File: config.mk
export PLATFORM = sky130hd
export DESIGN_NAME = udpe_engine
export DESIGN_NICKNAME = d
export VERILOG_FILES = /design/src/core/udpe_pkg.sv /design/src/core/udpe_flag_bank.sv /design/src/core/udpe_engine.sv
export SDC_FILE = /design/constraint.sdc
export NUM_CORES = 1
export LEC_CHECK = 0
export BUFFER_PORTS_ARGS = -buffer_cell sky130_fd_sc_hd__buf_2
export CAP_MARGIN = 5
export CORE_MARGIN = 2
export CORE_UTILIZATION = 34
export DETAILED_ROUTE_END_ITERATION = 10
export RECOVER_POWER = 100
export REMOVE_ABC_BUFFERS = 1
export SLEW_MARGIN = 20
export SYNTH_ARGS = -nofsm -noshare
export SYNTH_HDL_FRONTEND = slang
export SYNTH_SLANG_ARGS = --single-unit
File: constraint.sdc
create_clock -name i_clock -period 2.6 [get_ports i_clock]
set_clock_uncertainty 0.2 [all_clocks]
set_input_delay 0.13 -clock i_clock [delete_from_list [all_inputs] [get_ports i_clock]]
set_output_delay 0.13 -clock i_clock [all_outputs]
set_load 0.02 [all_outputs]
File: src/core/udpe_pkg.sv
package udpe_pkg;

    // Clock and protocol timing, counter width and sizes
    localparam int UDPE_CLK_MHZ          = 100;
    localparam int UDPE_FULLSPEED_MHZ    = 48;
    localparam int UDPE_FRAME_TIME_US    = 1000;
    localparam int UDPE_IDLE_TIME_US     = 3000;
    localparam int UDPE_WAKE_TIME_US     = 10000;
    localparam int UDPE_CNT_W            = 20;
    localparam int UDPE_ISO_MAX_BYTES    = 1023;
    localparam int UDPE_EP_REGS          = 8;

    // Register byte addresses
    localparam logic [7:0] UDPE_OFS_CONTROL  = 8'h00;
    localparam logic [7:0] UDPE_OFS_CONFIG   = 8'h04;
    localparam logic [7:0] UDPE_OFS_STATUS   = 8'h08;
    localparam logic [7:0] UDPE_OFS_ADDRESS  = 8'h0C;
    localparam logic [7:0] UDPE_OFS_FRAME_LO = 8'h10;
    localparam logic [7:0] UDPE_OFS_FRAME_HI = 8'h14;
    localparam logic [7:0] UDPE_OFS_IRQ_FLAG = 8'h18;
    localparam logic [7:0] UDPE_OFS_IRQ_EN   = 8'h1C;
    localparam logic [7:0] UDPE_OFS_ERR_FLAG = 8'h20;
    localparam logic [7:0] UDPE_OFS_ERR_EN   = 8'h24;
    localparam logic [7:0] UDPE_OFS_EP0      = 8'h28;
    localparam logic [7:0] UDPE_OFS_EP_LAST  = 8'h44;

    // usb_control bits
    localparam int UDPE_CTL_ENABLE  = 3;
    localparam int UDPE_CTL_RESUME  = 2;
    localparam int UDPE_CTL_SUSPEND = 1;
    // usb_configuration bits
    localparam int UDPE_CFG_PULLUP  = 4;
    localparam int UDPE_CFG_FULLSPD = 2;
    // endpoint control bits
    localparam int UDPE_EP_HSHK     = 4;
    localparam int UDPE_EP_CONDIS   = 3;
    localparam int UDPE_EP_OUTEN    = 2;
    localparam int UDPE_EP_INEN     = 1;
    localparam int UDPE_EP_STALL    = 0;
    // link_interrupt_flags bits
    localparam int UDPE_IRQ_SOF     = 6;
    localparam int UDPE_IRQ_STALL   = 5;
    localparam int UDPE_IRQ_IDLE    = 4;
    localparam int UDPE_IRQ_TRN     = 3;
    localparam int UDPE_IRQ_ACTV    = 2;
    localparam int UDPE_IRQ_ERR     = 1;
    localparam int UDPE_IRQ_RESET   = 0;
    // transfer_status fields
    localparam int UDPE_STAT_EP_LSB = 3;
    localparam int UDPE_STAT_DIR    = 2;

    // Writable masks and reset values
    localparam logic [7:0] UDPE_CTL_WMASK   = 8'h0E;
    localparam logic [7:0] UDPE_CFG_WMASK   = 8'h14;
    localparam logic [7:0] UDPE_EP_WMASK    = 8'h1F;
    localparam logic [7:0] UDPE_IRQ_WMASK   = 8'h7F;
    localparam logic [7:0] UDPE_ERR_WMASK   = 8'h9F;
    localparam logic [7:0] UDPE_EP0_RESET   = 8'h16;
    localparam logic [6:0] UDPE_DEFAULT_ADDR = 7'h00;

    typedef enum logic [1:0] {
        UDPE_PID_OUT,
        UDPE_PID_IN,
        UDPE_PID_SOF,
        UDPE_PID_SETUP
    } udpe_pid_e;

    typedef enum logic [1:0] {
        UDPE_LS_ACTIVE,
        UDPE_LS_SUSPENDED,
        UDPE_LS_WAKING,
        UDPE_LS_RESUMING
    } udpe_link_e;

    typedef struct packed {
        logic        valid;
        udpe_pid_e   pid;
        logic [6:0]  addr;
        logic [3:0]  endp;
        logic [10:0] frame;
        logic [10:0] len;
    } udpe_token_s;

    typedef struct packed {
        logic valid;
        logic accept;
        logic handshake;
        logic stall;
        logic setup;
    } udpe_result_s;

    typedef struct packed {
        logic [7:0] flags;
    } udpe_flag_state_s;

endpackage

File: src/core/udpe_flag_bank.sv
`timescale 1ns/1ps
module udpe_flag_bank
    import udpe_pkg::*;
(
    input  wire logic       i_clock,
    input  wire logic       i_nrst,
    input  wire logic [7:0] i_set,
    input  wire logic [7:0] i_clear,
    input  wire logic [7:0] i_mask,
    output logic      [7:0] o_flags,
    output logic            o_pending
);
    udpe_flag_state_s st_reg;
    udpe_flag_state_s st_next;

    // Set wins over a clear in the same cycle
    always_comb begin
        st_next       = st_reg;
        st_next.flags = (st_reg.flags & ~i_clear) | i_set;
    end

    always_ff @(posedge i_clock or negedge i_nrst) begin
        if (!i_nrst) begin
            st_reg <= '0;
        end else begin
            st_reg <= st_next;
        end
    end

    assign o_flags   = st_reg.flags;
    assign o_pending = |(st_reg.flags & i_mask);

endmodule // udpe_flag_bank

File: src/core/udpe_engine.sv
// The APB interface to the registers and the address map were left to the implementer.
`timescale 1ns/1ps
module udpe_engine
    import udpe_pkg::*;
#(
    parameter int FRAME_CYC = UDPE_FRAME_TIME_US * UDPE_CLK_MHZ,
    parameter int IDLE_CYC  = UDPE_IDLE_TIME_US * UDPE_CLK_MHZ,
    parameter int WAKE_CYC  = UDPE_WAKE_TIME_US * UDPE_CLK_MHZ
)
(
    input  wire logic         i_clock,
    input  wire logic         i_nrst,
    input  wire logic         i_psel,
    input  wire logic         i_penable,
    input  wire logic         i_pwrite,
    input  wire logic [7:0]   i_paddr,
    input  wire logic [31:0]  i_pwdata,
    output logic      [31:0]  o_prdata,
    output logic              o_pready,
    output logic              o_pslverr,
    input  wire udpe_token_s  i_token,
    input  wire logic         i_bus_reset,
    input  wire logic         i_bus_activity,
    input  wire logic         i_xfer_done,
    input  wire logic [7:0]   i_link_errors,
    input  wire logic         i_wake_request,
    output udpe_result_s      o_result,
    output logic              o_frame_tick,
    output logic              o_pullup_dp,
    output logic              o_pullup_dm,
    output logic              o_pin_detect_en,
    output logic              o_suspended,
    output logic              o_resume_drive,
    output logic              o_irq
);
    localparam logic [UDPE_CNT_W-1:0] FRAME_LAST = UDPE_CNT_W'(FRAME_CYC - 1);
    localparam logic [UDPE_CNT_W-1:0] IDLE_LAST  = UDPE_CNT_W'(IDLE_CYC - 1);
    localparam logic [UDPE_CNT_W-1:0] WAKE_LAST  = UDPE_CNT_W'(WAKE_CYC - 1);
    localparam logic [10:0] ISO_MAX = 11'(UDPE_ISO_MAX_BYTES);

    typedef struct packed {
        logic [7:0]                    ctrl;
        logic [7:0]                    cfg;
        logic [6:0]                    addr;
        logic [10:0]                   frame;
        logic [7:0]                    transfer_status;
        logic [7:0]                    irq_en;
        logic [7:0]                    err_en;
        logic [UDPE_EP_REGS-1:0][7:0]  ep;
        logic [31:0]                   prdata;
        logic                          pslverr;
        udpe_link_e                    link;
        logic [UDPE_CNT_W-1:0]         frame_cnt;
        logic [UDPE_CNT_W-1:0]         idle_cnt;
        logic [UDPE_CNT_W-1:0]         wake_cnt;
        udpe_result_s                  result;
        logic                          frame_tick;
    } udpe_state_s;

    udpe_state_s st_reg;
    udpe_state_s st_next;
    logic [7:0]  irq_flags, err_flags, irq_set, irq_clear, err_set;
    logic [7:0]  err_clear, ep_off, rd_byte, tok_ep;
    logic [2:0]  ep_idx;
    logic        irq_pending, enabled, full_speed, wr_done, rd_done;
    logic        ep_hit, addr_hit, tok_live, tok_ours, tok_iso, tok_ok;

    assign enabled    = st_reg.ctrl[UDPE_CTL_ENABLE];
    assign full_speed = st_reg.cfg[UDPE_CFG_FULLSPD];
    assign wr_done    = i_psel & i_penable & i_pwrite;
    assign rd_done    = i_psel & i_penable & ~i_pwrite;
    assign ep_off     = i_paddr - UDPE_OFS_EP0;
    assign ep_idx     = ep_off[4:2];
    assign ep_hit     = (i_paddr >= UDPE_OFS_EP0)
                      && (i_paddr <= UDPE_OFS_EP_LAST)
                      && (i_paddr[1:0] == 2'b00);

    // Register read mux
    always_comb begin
        rd_byte  = 8'h00;
        addr_hit = 1'b1;
        if (ep_hit) begin
            rd_byte = st_reg.ep[ep_idx];
        end else begin
            unique case (i_paddr)
                UDPE_OFS_CONTROL:  rd_byte = st_reg.ctrl;
                UDPE_OFS_CONFIG:   rd_byte = st_reg.cfg;
                UDPE_OFS_STATUS:   rd_byte = st_reg.transfer_status;
                UDPE_OFS_ADDRESS:  rd_byte = {1'b0, st_reg.addr};
                UDPE_OFS_FRAME_LO: rd_byte = st_reg.frame[7:0];
                UDPE_OFS_FRAME_HI: rd_byte = {5'h00, st_reg.frame[10:8]};
                UDPE_OFS_IRQ_FLAG: rd_byte = irq_flags;
                UDPE_OFS_IRQ_EN:   rd_byte = st_reg.irq_en;
                UDPE_OFS_ERR_FLAG: rd_byte = err_flags;
                UDPE_OFS_ERR_EN:   rd_byte = st_reg.err_en;
                default:           addr_hit = 1'b0;
            endcase
        end
    end

    // Token decode against address and endpoint table
    always_comb begin
        tok_live = i_token.valid & enabled;
        tok_ours = tok_live && (i_token.pid != UDPE_PID_SOF)
                 && (i_token.addr == st_reg.addr);
        tok_ep   = 8'h00;
        if (i_token.endp < 4'(UDPE_EP_REGS)) begin
            tok_ep = st_reg.ep[i_token.endp[2:0]];
        end
        if (i_token.endp == 4'h0) begin
            tok_ep[UDPE_EP_HSHK]   = 1'b1;
            tok_ep[UDPE_EP_CONDIS] = 1'b0;
            tok_ep[UDPE_EP_OUTEN]  = 1'b1;
            tok_ep[UDPE_EP_INEN]   = 1'b1;
        end
        tok_iso = ~tok_ep[UDPE_EP_HSHK];
        unique case (i_token.pid)
            UDPE_PID_IN:    tok_ok = tok_ep[UDPE_EP_INEN];
            UDPE_PID_OUT:   tok_ok = tok_ep[UDPE_EP_OUTEN];
            UDPE_PID_SETUP: tok_ok = tok_ep[UDPE_EP_OUTEN]
                                   & ~tok_ep[UDPE_EP_CONDIS];
            UDPE_PID_SOF:   tok_ok = 1'b0;
        endcase
        if (tok_iso && !full_speed) begin
            tok_ok = 1'b0;
        end
        if (tok_iso && (i_token.len > ISO_MAX)) begin
            tok_ok = 1'b0;
        end
    end

    // Event flag sources; read of a flag register clears what it returned
    always_comb begin
        irq_set = 8'h00;
        irq_set[UDPE_IRQ_SOF]   = tok_live && (i_token.pid == UDPE_PID_SOF);
        irq_set[UDPE_IRQ_STALL] = tok_ours && tok_ok
                                && tok_ep[UDPE_EP_STALL];
        irq_set[UDPE_IRQ_IDLE]  = enabled && (st_reg.link == UDPE_LS_ACTIVE)
                                && (st_reg.idle_cnt == IDLE_LAST);
        irq_set[UDPE_IRQ_TRN]   = enabled & i_xfer_done;
        irq_set[UDPE_IRQ_ACTV]  = enabled & i_bus_activity;
        irq_set[UDPE_IRQ_ERR]   = enabled
                                & (|(i_link_errors & st_reg.err_en));
        irq_set[UDPE_IRQ_RESET] = enabled & i_bus_reset;
        err_set   = enabled ? (i_link_errors & UDPE_ERR_WMASK) : 8'h00;
        irq_clear = (rd_done && i_paddr == UDPE_OFS_IRQ_FLAG)
                  ? st_reg.prdata[7:0] : 8'h00;
        err_clear = (rd_done && i_paddr == UDPE_OFS_ERR_FLAG)
                  ? st_reg.prdata[7:0] : 8'h00;
    end

    always_comb begin
        st_next            = st_reg;
        st_next.result     = '0;
        st_next.frame_tick = 1'b0;
        // APB: read data captured in setup, writes land at access
        if (i_psel && !i_penable) begin
            st_next.prdata  = {24'h000000, rd_byte};
            st_next.pslverr = ~addr_hit;
        end
        if (wr_done && addr_hit) begin
            if (ep_hit) begin
                st_next.ep[ep_idx] = i_pwdata[7:0] & UDPE_EP_WMASK;
            end else begin
                unique case (i_paddr)
                    UDPE_OFS_CONTROL:
                        st_next.ctrl = i_pwdata[7:0] & UDPE_CTL_WMASK;
                    UDPE_OFS_CONFIG:
                        st_next.cfg = i_pwdata[7:0] & UDPE_CFG_WMASK;
                    UDPE_OFS_ADDRESS:
                        st_next.addr = i_pwdata[6:0];
                    UDPE_OFS_IRQ_EN:
                        st_next.irq_en = i_pwdata[7:0] & UDPE_IRQ_WMASK;
                    UDPE_OFS_ERR_EN:
                        st_next.err_en = i_pwdata[7:0] & UDPE_ERR_WMASK;
                    default: ;
                endcase
            end
        end
        // Frame timer, realigned by every SOF
        if (!enabled) begin
            st_next.frame_cnt = '0;
        end else if (irq_set[UDPE_IRQ_SOF]) begin
            st_next.frame_cnt  = '0;
            st_next.frame_tick = 1'b1;
            st_next.frame      = i_token.frame;
        end else if (st_reg.frame_cnt == FRAME_LAST) begin
            st_next.frame_cnt  = '0;
            st_next.frame_tick = 1'b1;
        end else begin
            st_next.frame_cnt = st_reg.frame_cnt + 1'b1;
        end
        // Token answer, one cycle after the token
        if (tok_ours) begin
            st_next.result.valid     = 1'b1;
            st_next.result.accept    = tok_ok;
            st_next.result.stall     = tok_ok & tok_ep[UDPE_EP_STALL];
            st_next.result.handshake = tok_ok & ~tok_iso;
            st_next.result.setup     = tok_ok
                                     && (i_token.pid == UDPE_PID_SETUP);
            if (tok_ok) begin
                st_next.transfer_status = 8'h00;
                st_next.transfer_status[UDPE_STAT_EP_LSB +: 4] = i_token.endp;
                st_next.transfer_status[UDPE_STAT_DIR] =
                    (i_token.pid == UDPE_PID_IN);
            end
        end
        // Link power state
        unique case (st_reg.link)
            UDPE_LS_ACTIVE: begin
                if (irq_set[UDPE_IRQ_SOF] || !enabled) begin
                    st_next.idle_cnt = '0;
                end else if (st_reg.idle_cnt == IDLE_LAST) begin
                    st_next.idle_cnt = '0;
                    st_next.link     = UDPE_LS_SUSPENDED;
                end else begin
                    st_next.idle_cnt = st_reg.idle_cnt + 1'b1;
                end
            end
            UDPE_LS_SUSPENDED: begin
                if (i_bus_activity) begin
                    st_next.link = UDPE_LS_ACTIVE;
                end else if (i_wake_request) begin
                    st_next.wake_cnt = '0;
                    st_next.link     = UDPE_LS_WAKING;
                end
            end
            UDPE_LS_WAKING: begin
                if (i_bus_activity) begin
                    st_next.link = UDPE_LS_ACTIVE;
                end else if (st_reg.ctrl[UDPE_CTL_RESUME]
                             || st_reg.wake_cnt == WAKE_LAST) begin
                    st_next.link = UDPE_LS_RESUMING;
                end else begin
                    st_next.wake_cnt = st_reg.wake_cnt + 1'b1;
                end
            end
            UDPE_LS_RESUMING: begin
                if (i_bus_activity) begin
                    st_next.link = UDPE_LS_ACTIVE;
                end
            end
        endcase
        if (!enabled) begin
            st_next.link = UDPE_LS_ACTIVE;
        end
        // Bus reset: unconfigured, default address, only endpoint 0 left
        if (enabled && i_bus_reset) begin
            st_next.addr     = UDPE_DEFAULT_ADDR;
            st_next.link     = UDPE_LS_ACTIVE;
            st_next.idle_cnt = '0;
            for (int i = 1; i < UDPE_EP_REGS; i++) begin
                st_next.ep[i] = 8'h00;
            end
        end
    end

    always_ff @(posedge i_clock or negedge i_nrst) begin
        if (!i_nrst) begin
            st_reg       <= '0;
            st_reg.ep[0] <= UDPE_EP0_RESET;
            st_reg.link  <= UDPE_LS_ACTIVE;
        end else begin
            st_reg <= st_next;
        end
    end
    udpe_flag_bank u_irq_flags (
        .i_clock   (i_clock),
        .i_nrst    (i_nrst),
        .i_set     (irq_set),
        .i_clear   (irq_clear),
        .i_mask    (st_reg.irq_en),
        .o_flags   (irq_flags),
        .o_pending (irq_pending)
    );
    udpe_flag_bank u_err_flags (
        .i_clock   (i_clock),
        .i_nrst    (i_nrst),
        .i_set     (err_set),
        .i_clear   (err_clear),
        .i_mask    (st_reg.err_en),
        .o_flags   (err_flags),
        .o_pending ()
    );
    assign o_prdata        = st_reg.prdata;
    assign o_pready        = 1'b1;
    assign o_pslverr       = i_psel & i_penable & st_reg.pslverr;
    assign o_result        = st_reg.result;
    assign o_frame_tick    = st_reg.frame_tick;
    assign o_pullup_dp     = enabled & st_reg.cfg[UDPE_CFG_PULLUP]
                           & full_speed;
    assign o_pullup_dm     = enabled & st_reg.cfg[UDPE_CFG_PULLUP]
                           & ~full_speed;
    assign o_pin_detect_en = ~enabled;
    assign o_suspended     = (st_reg.link == UDPE_LS_SUSPENDED)
                           | st_reg.ctrl[UDPE_CTL_SUSPEND];
    assign o_resume_drive  = (st_reg.link == UDPE_LS_RESUMING);
    assign o_irq           = irq_pending;
endmodule // udpe_engine

# Word level (Yosys, flattened, before mapping)
# Index checks and enable logic that the tools add are counted.
# word_totals
register_bits,198
out_inout_bits,46
in_bits,93
wordCells,200
# classes
muxes,52
bitwise_logic,31
n_lt_le_gt_ge,7
reduce_logical,47
eq_ne,30
add_sub_neg,4
# ops
op,count
20-bit two-way mux,11
64-bit two-way mux,2
8-bit case mux with 10 select lines,1
64-bit bitwise mux,1
20-bit by 1-bit adder with 20-bit output (second input constant),3
56-bit two-way mux,1
8-bit binary-select mux with 3-bit select,2
8-bit two-way mux,6
20-bit case mux with 2 select lines,1
8-bit by 5-bit equality test with 1-bit output (second input constant),4
7-bit two-way mux,4
8-bit bitwise AND,3
8-bit demux with 3-bit select,1
20-bit by 17-bit equality test with 1-bit output (second input constant),1
20-bit by 19-bit equality test with 1-bit output (second input constant),1
20-bit equality test (second input constant),1
1-bit logical AND,18
2-bit two-way mux,9
8-bit by 4-bit equality test with 1-bit output (second input constant),2
8-bit by 6-bit equality test with 1-bit output (second input constant),2
8-bit inverter,2
8-bit OR reduction,2
1-bit bitwise AND,15
5-bit two-way mux,3
other kinds (35),75

# Longest topological paths before layout
# Gate-level depths: netlist (run 1).
# logic_depth
word_depth,12
ltp_mapped,9
depth_no_buf,7

# Modules after synthesis
# Synthesis (run 1) repeated with hierarchy kept, for this count alone.
# hier_totals
cells_unflattened,978
area_unflattened_um2,9736.8
# modules_own_cells
module,seq_area_each_um2,area_per_inst_um2,cells_per_inst,n_inst
udpe_engine,3957.5,9081.2,920,1
udpe_flag_bank,200.2,327.8,29,2

# Worst setup path after synthesis (run 1)
# Ideal clock, no wire load.
# synth_path
path_kind,flip-flop to flip-flop
startpoint,register st_reg[6] in the netlist's numbering
endpoint,register st_reg[23] in the netlist's numbering
period_less_slack_ns,2.304
setup_slack_ns,0.296
t_required_ns,2.323
path_stages_with_launch,10
setup_time_ns,0.077
arrival_ns,2.027
n_path_buf,2
cell_sequence,dfrtp_1 ha_1 and3_1 and3_1 a31oi_1 buf_2 o211ai_1 buf_2 or3_1 a21oi_1
# synth_via
elab_chain_cells,4
elab_cells_between_ends,8
classes_between,1 x add/sub; 2 x eq/ne; 3 x mux; 2 x reduce/logical
# synth_lines
item,line_no,text
"start, declared",udpe_engine.sv:60,udpe_state_s st_reg;
"start signal, assigned",udpe_engine.sv:264,st_reg <= st_next;
20-bit by 1-bit adder with 20-bit output / 20-bit equality test (equally long branches),"udpe_engine.sv:235, udpe_engine.sv:232",
20-bit two-way mux / 1-bit logical OR (equally long branches),"udpe_engine.sv:231, udpe_engine.sv:232",
20-bit two-way mux / 2-bit != test (equally long branches),n/a,
20-bit case mux with 2 select lines / 5-bit AND reduction (equally long branches),n/a,
# Several ways; a longest one is shown, not always the timed one. The select of a mux whose other input is x is not followed.
# A chain may end at the register's enable or synchronous reset.

# Final worst setup path (run 1)
# layout_path
startpoint,input port i_paddr[7]
endpoint,register st_reg[201] in the netlist's numbering
# layout_via
elab_chain_cells,7
elab_cells_between_ends,22
classes_between,2 x order compare; 10 x eq/ne; 2 x mux; 8 x reduce/logical
# layout_lines
item,line_no,text
"start, declared",udpe_engine.sv:16,"input wire logic [7:0] i_paddr,"
8-bit by 6-bit >= comparator with 1-bit output (tied with other cells),udpe_engine.sv:74,assign ep_hit = (i_paddr >= UDPE_OFS_EP0)
1-bit logical AND / 10-bit OR reduction (equally long branches),n/a,
1-bit logical AND / 1-bit two-way mux (equally long branches),"udpe_engine.sv:76, udpe_engine.sv:85",
1-bit two-way mux,udpe_engine.sv:82,if (ep_hit) begin
1-bit logical AND,udpe_engine.sv:161,if (wr_done && addr_hit) begin
2-bit nonzero test (no source line),n/a,
3-bit AND reduction (no source line) (*),n/a,
# Every way passes the cells marked *; elsewhere a longest branch is shown, timed or not.

==> results of run 1 <==
[final cells by class]
cell class,count,area [um2],share of cell area
clock inverter,9,136.4,0.01213
clock buffer,22,464.2,0.04127
tap,378,473.0,0.04205
sequential,174,4358,0.3875
multi-input combinational,678,4692,0.4172
inverter,14,52.55,0.004672
timing repair buffer,160,1066,0.09478
antenna,2,5.005,0.0004450
[routing by layer]
metal  vias to the layer above  GRT usage
met1                      3689     0.2464
met5                         -          0
li1                       3503          -
met3                        31    0.03682
met4                         4    0.05748
met2                       218     0.2862
[final timing paths]
path	endpoint	slack, ps	depth (start not counted)	start
max	st_reg[201]	100	8	i_paddr[7]
min reg2reg	st_reg[68]	290	2	st_reg[68]
max in group asynchronous	st_reg[102]	450	3	i_nrst
min	u_err_flags.o_flags[6]	30	4	i_pwrite
min in group asynchronous	o_result[0]	440	2	i_nrst
max reg2reg	st_reg[66]	180	6	st_reg[19]
[repair_timing]
item | 4_1_cts | 5_1_grt
hold endpoints to repair | 169 | 0
gates resized for setup | 0 | 1
hold buffers | 44 | 0
setup endpoints to repair | 0 | 9
[Yosys cell counts (13+ instances only)]
library cell / instances / share of area
xnor2_1: 15 / 0.014
a21oi_1: 26 / 0.014
nand4_1: 15 / 0.0098
nand3_1: 34 / 0.018
and2_1: 16 / 0.010
nor3_1: 18 / 0.0094
xor2_1: 24 / 0.022
buf_4: 39 / 0.031
mux2_2: 47 / 0.055
mux2i_1: 61 / 0.064
mux4_2: 18 / 0.042
nor2_1: 108 / 0.042
nand2_1: 69 / 0.027
o21ai_0: 41 / 0.021
buf_2: 20 / 0.010
inv_1: 13 / 0.0051
and3_1: 15 / 0.0098
dfrtp_1: 171 / 0.45
clkbuf_1: 26 / 0.010
[cells by family after synthesis]
group | share of synthesized area
and+or+nand+nor | 0.1825
DFF | 0.4563
AOI/OAI and AO/OA | 0.09289
muxes | 0.1618
buffers and inverters | 0.06079
xor gates and xnor gates | 0.03577
adders and majority gates | 0.009170
other | 0.0007864
[power by group through the flow]
stage / sequential, mW / clock [mW] / combinational (mW)
floorplan: 2.80 / 0 / 0.140
global placement: 2.80 / 0 / 0.372
detailed placement: 2.80 / 0 / 0.374
CTS: 2.75 / 2.69 / 0.423
global route: 2.75 / 2.81 / 0.455
finish: 2.75 / 2.64 / 0.412
[worst reg2reg max path: stages, from the launching register on]
cell and delay (ps):
dfrtp_1 400, or4_1 540, nor2_1 140, a31oi_2 170, clkbuf_1 210, or4_1 420, a221oi_1 240
[per-stage QoR]
step | cell area [um2] | power, mW | setup WS [ps]
floorplan | 9109 | 2.938 | -313.0
global placement | 10290 | 3.173 | 160.2
detailed placement | 10290 | 3.176 | 131.2
CTS | 11330 | 5.867 | 109.6
global route | 11240 | 6.020 | 14.84
finish | 11250 | 5.805 | 95.59
==> results.ini, run 1 <==
[worst_setup_path]
end_kind = register
crit_type = in -> reg
cp.required_ps = 2700
cpPeakStageDelay_ps = 600
crit_fanout = 8
startpoint_type = input port
crit_arrival_ps = 2600
cp_top_family = simple AND/OR/NAND/NOR gates
path_buf_inv = 2
cp_slowest_cell = or4_1
path_cells = dlygate4sd3_1, buf_2, or4_1, nor2_4, nand2_4, or3_1, mux2i_1, nor2_1

[floorplanning]
initial_utilization = 0.3447
die_area_um2 = 29450
rows = 61
ios = 139
core_area_um2 = 27710
fp.dieH_um = 171.6
fp.dieW_um = 171.6

[power]
peakVddDrop_mv = 0.5250
internal_power_mw = 4.450
p_leak_nw = 5.013
netSwitchingPower_mw = 1.355
powerDensity_nw_per_um2 = 516.1
p_clk_frac = 0.455
switching_share = 0.2335
seqPwrFrac = 0.474
combPwrFrac = 0.071

[drt]
first_pass_iters = 5
dr_wl_met2_um = 12150
routed.top_layer = met5
drt_wl_total_um = 25660
vias = 7445
via_per_inst = 5.181
wl_met3_um = 1166
drc = 0
wire_per_inst_um = 17.86
first_iter_violations = 608
ant_nets = 0
wl_met1_um = 11840

[finish]
final_cell_mix = 171 x dfrtp_1, 108 x nor2_1, 69 x nand2_1
final_common_cell = dfrtp_1
fin_nets = 1145
syn2layout_area_growth_pct = 17.76
nFillCells = 2708
final_cells = 1437
largest_register_ffs = 142
drive_gt1_frac = 0.1864
fin_util = 0.4060

[cts]
ctsRootBufferMaster = clkbuf_16
path_clk_slew_ps = 60
cts_tree = done
htreeDepth = 4
cts_buffer_depth = 2
cts_setup_buffers = 0
insertion_delay_ps = 440
clkSinkCount = 174
cts_buffers = 17

[yosys]
syn_inst = 934
synth_cell_type_count = 70
seq_area_frac_synth = 0.4563
syn_avg_cell_area_um2 = 10.23
synthFlopType = dfrtp_1
synth_edf_count = 0
mappedNetlistArea_um2 = 9550
yosysWarningCount = 0
ys_async_sr_fraction = 1.000
synth_seq_cells = 174

[outcome]
outcome = complete, but fails checks
violations = capacitance limit, slew limit

[sta]
drv_slew = 63
setup_tns_ps = 0
hold_viol = 0
slew-limit-headroom = -0.09496
holdWs_ps = 25.69
grt_setup_unrepaired = false
tightest_slew_ps = 1642
setup_viol = 0
max_freq_ghz = 0.3993
fin_crit_sh = 0.9632
fin_crit_ps = 2504

[global_routing]
grt_start_max_net_pins = 63
grt_overflow = 0
antenna_found_initial = 4
grt_pass1_wl_um = 40880
grt_pass1_vias = 7465
grt_usage = 0.1802

[job]
max-cap-violations = 1

[place]
port_buffers = 77
hpwlAfterDp_um = 18210
place_inst = 1360
place.gp.congestion = 0.8862

[min_path]
hold_class = in -> reg

No activity file was read; power rests on OpenSTA's default activity.
==> run 2: changes to the inputs <==
Clock period 2.6 ns to 2.4 ns, I/O delays scaled along.
==> run 2 against run 1 <==
The flow still finishes with violations (capacitance limit, slew limit); sequential share of layout area shrank 0.62 points; clock power is 2% higher; wire length decreased by 0.33%; first-iteration DRC count is 6.1% lower; setup slack got worse by 91 ps; critical path depth grew 1; die area stayed put; count of clock-buffer cells in the layout is 2 higher; largest cell class unchanged; global-route usage fell by 0.070 points; non-clock buffer count rose by 24; sequential power is 8.4% higher.
==> results.ini, run 2 (synthesis results as in run 1) <==
[outcome]
outcome = complete, but fails checks  ; unchanged
violations = capacitance limit, slew limit  ; unchanged

[place]
place_inst = 1383  ; was 1,360
hpwlAfterDp_um = 18610  ; was 18,210 um
port_buffers = 77  ; unchanged
place.gp.congestion = 0.9001  ; was 0.8862

[drt]
wire_per_inst_um = 17.52  ; was 17.86 um
drt_wl_total_um = 25580  ; was 25,660 um
first_iter_violations = 571  ; was 608
drc = 0  ; unchanged
via_per_inst = 5.145  ; was 5.181
first_pass_iters = 5  ; unchanged
ant_nets = 0  ; unchanged
vias = 7512  ; was 7,445

[finish]
drive_gt1_frac = 0.2024  ; was 0.1864
final_cells = 1460  ; was 1,437
final_cell_mix = 171 x dfrtp_1, 107 x nor2_1, 69 x nand2_1  ; was 171 x dfrtp_1, 108 x nor2_1, 69 x nand2_1
syn2layout_area_growth_pct = 19.67  ; was 17.76%
antenna_cells = 0  ; was 2
final_common_cell = dfrtp_1  ; unchanged
largest_register_ffs = 142  ; unchanged
fin_nets = 1169  ; was 1,145

[sta]
slew-limit-headroom = -0.006034  ; was -0.09496
drv_slew = 58  ; was 63
grt_setup_unrepaired = true  ; was false
setup_viol = 0  ; unchanged
fin_crit_sh = 0.9981
tightest_slew_ps = 1509  ; was 1642 ps
fin_crit_ps = 2395
holdWs_ps = 52.50  ; was 25.69 ps
setup_tns_ps = 0  ; unchanged
max_freq_ghz = 0.4175
hold_viol = 0  ; unchanged

[floorplanning]
initial_utilization = 0.3447  ; unchanged
fp.dieW_um = 171.6  ; unchanged
ios = 139  ; unchanged
core_area_um2 = 27710  ; unchanged
die_area_um2 = 29450  ; unchanged
fp.dieH_um = 171.6  ; unchanged
rows = 61  ; unchanged

[global_routing]
antenna_found_initial = 0  ; was 4
grt_start_max_net_pins = 59  ; was 63
grt_pass1_vias = 7561  ; was 7,465
grt_usage = 0.1795  ; was 0.1802
grt_pass1_wl_um = 41030  ; was 40,880 um
grt_overflow = 0  ; unchanged

[worst_setup_path]
end_kind = register  ; unchanged
r2r_end = st_reg[66]  ; unchanged
rr_startpoint = st_reg[19]  ; unchanged
reg2reg_depth = 6  ; unchanged
crit_fanout = 5  ; was 8
r2r_slack_ps = 20  ; was 180 ps
crit_arrival_ps = 2500  ; was 2600 ps
cp.required_ps = 2500  ; was 2700 ps
startpoint_type = input port  ; unchanged
crit_type = in -> reg  ; unchanged

[min_path]
hp-start = i_paddr[0]  ; was i_pwrite
hold_class = in -> reg  ; unchanged
holdPathStages = 4  ; unchanged
holdPathEnd = o_prdata[6]  ; was u_err_flags.o_flags[6]

[power]
powerDensity_nw_per_um2 = 536.9  ; was 516.1 nW/um2
peakVddDrop_mv = 0.4660  ; was 0.5250 mV
internal_power_mw = 4.682  ; was 4.450 mW
combPwrFrac = 0.075  ; was 0.071
seqPwrFrac = 0.486  ; was 0.474
p_clk_frac = 0.439  ; was 0.455
netSwitchingPower_mw = 1.454  ; was 1.355 mW
p_leak_nw = 5.161  ; was 5.013 nW
switching_share = 0.2370  ; was 0.2335

[cts]
cts_buffers = 17  ; unchanged
clkSinkCount = 174  ; unchanged
path_clk_slew_ps = 60  ; about the same
cts_buffer_depth = 2  ; unchanged
cts_tree = done  ; unchanged
ctsRootBufferMaster = clkbuf_16  ; unchanged
htreeDepth = 4  ; unchanged
insertion_delay_ps = 420  ; was 440 ps

[job]
max-cap-violations = 1  ; unchanged

==> run 2: cell types whose count changed in the layout (fill, tap and decap cells not counted), moves of 4 or more <==
cell and change:
and2_1 +5, clkbuf_1 +6, clkbuf_2 -4, and2_0 -5, buf_4 +20
==> run 2: worst max-delay path, stage by stage <==
cell	delay (ps)
dlygate4sd3_1	540
clkbuf_2	140
and3_1	280
nand2_1	90
nor3_1	250
clkbuf_1	220
and2_0	160
clkbuf_1	320
mux2_2	380
==> run 2: repair_timing <==
| action | 4_1_cts | 5_1_grt |
|---|---|---|
| setup buffers | 0 | 2 |
| hold endpoints to repair | 258 | 0 |
| endpoints found under the setup margin | 0 | 12 |
| gates resized for setup | 0 | 9 |
| hold buffers | 43 | 0 |
==> run 2: cell type report <==
class	count	area (um2)
repair buffers	184	1254
multi-input cells	678	4721
flip-flops and latches	174	4358
well taps	378	473.0
inverters	14	52.55
clock buffers	24	491.7
fillers	2723	16280
clock inverters	8	78.83
==> run 2: through the flow <==
step	instance area (um2)	utilization	total power, mW	setup slack (ps)
after floorplan	9109	-	3.183	-513.0
after global placement	10510	0.3795	3.450	22.82
after detailed placement	10510	0.3795	3.454	43.15
after CTS	11510	0.4156	6.219	26.35
after global routing	11430	0.4125	6.366	-68.27
final	11430	0.4125	6.136	4.635
==> run 2: worst max path at each step <==
stage | slack (ps) | depth (start not counted) | end | start
2_1_floorplan | -510 | 6 | st_reg[38] | enabled
3_3_place_gp | 20 | 7 | o_prdata[2] | i_paddr[2]
3_5_place_dp | 40 | 8 | st_reg[157] | i_paddr[2]
4_1_cts | 30 | 6 | st_reg[66] | st_reg[19]
5_1_grt | -70 | 8 | st_reg[24] | st_reg[7]
6_report | 5 | 9 | st_reg[104] | i_pwrite
==> run 2: per-layer routing <==
layer  share of wire  up-vias  global-route usage
met2            0.47      197              0.2853
met3           0.041       34             0.02899
met4           0.027        0             0.06448
li1                -     3543                   -
met1            0.46     3738              0.2471
met5               0        -                   0
==> run 2: power groups by stage <==
| stage | logic (mW) | clock network, mW | registers [mW] |
|---|---|---|---|
| 6_report | 0.458 | 2.70 | 2.98 |
| 5_1_grt | 0.503 | 2.88 | 2.98 |
| 4_1_cts | 0.471 | 2.77 | 2.98 |
| 3_5_place_dp | 0.418 | 0 | 3.04 |
| 3_3_place_gp | 0.415 | 0 | 3.03 |
| 2_1_floorplan | 0.151 | 0 | 3.03 |
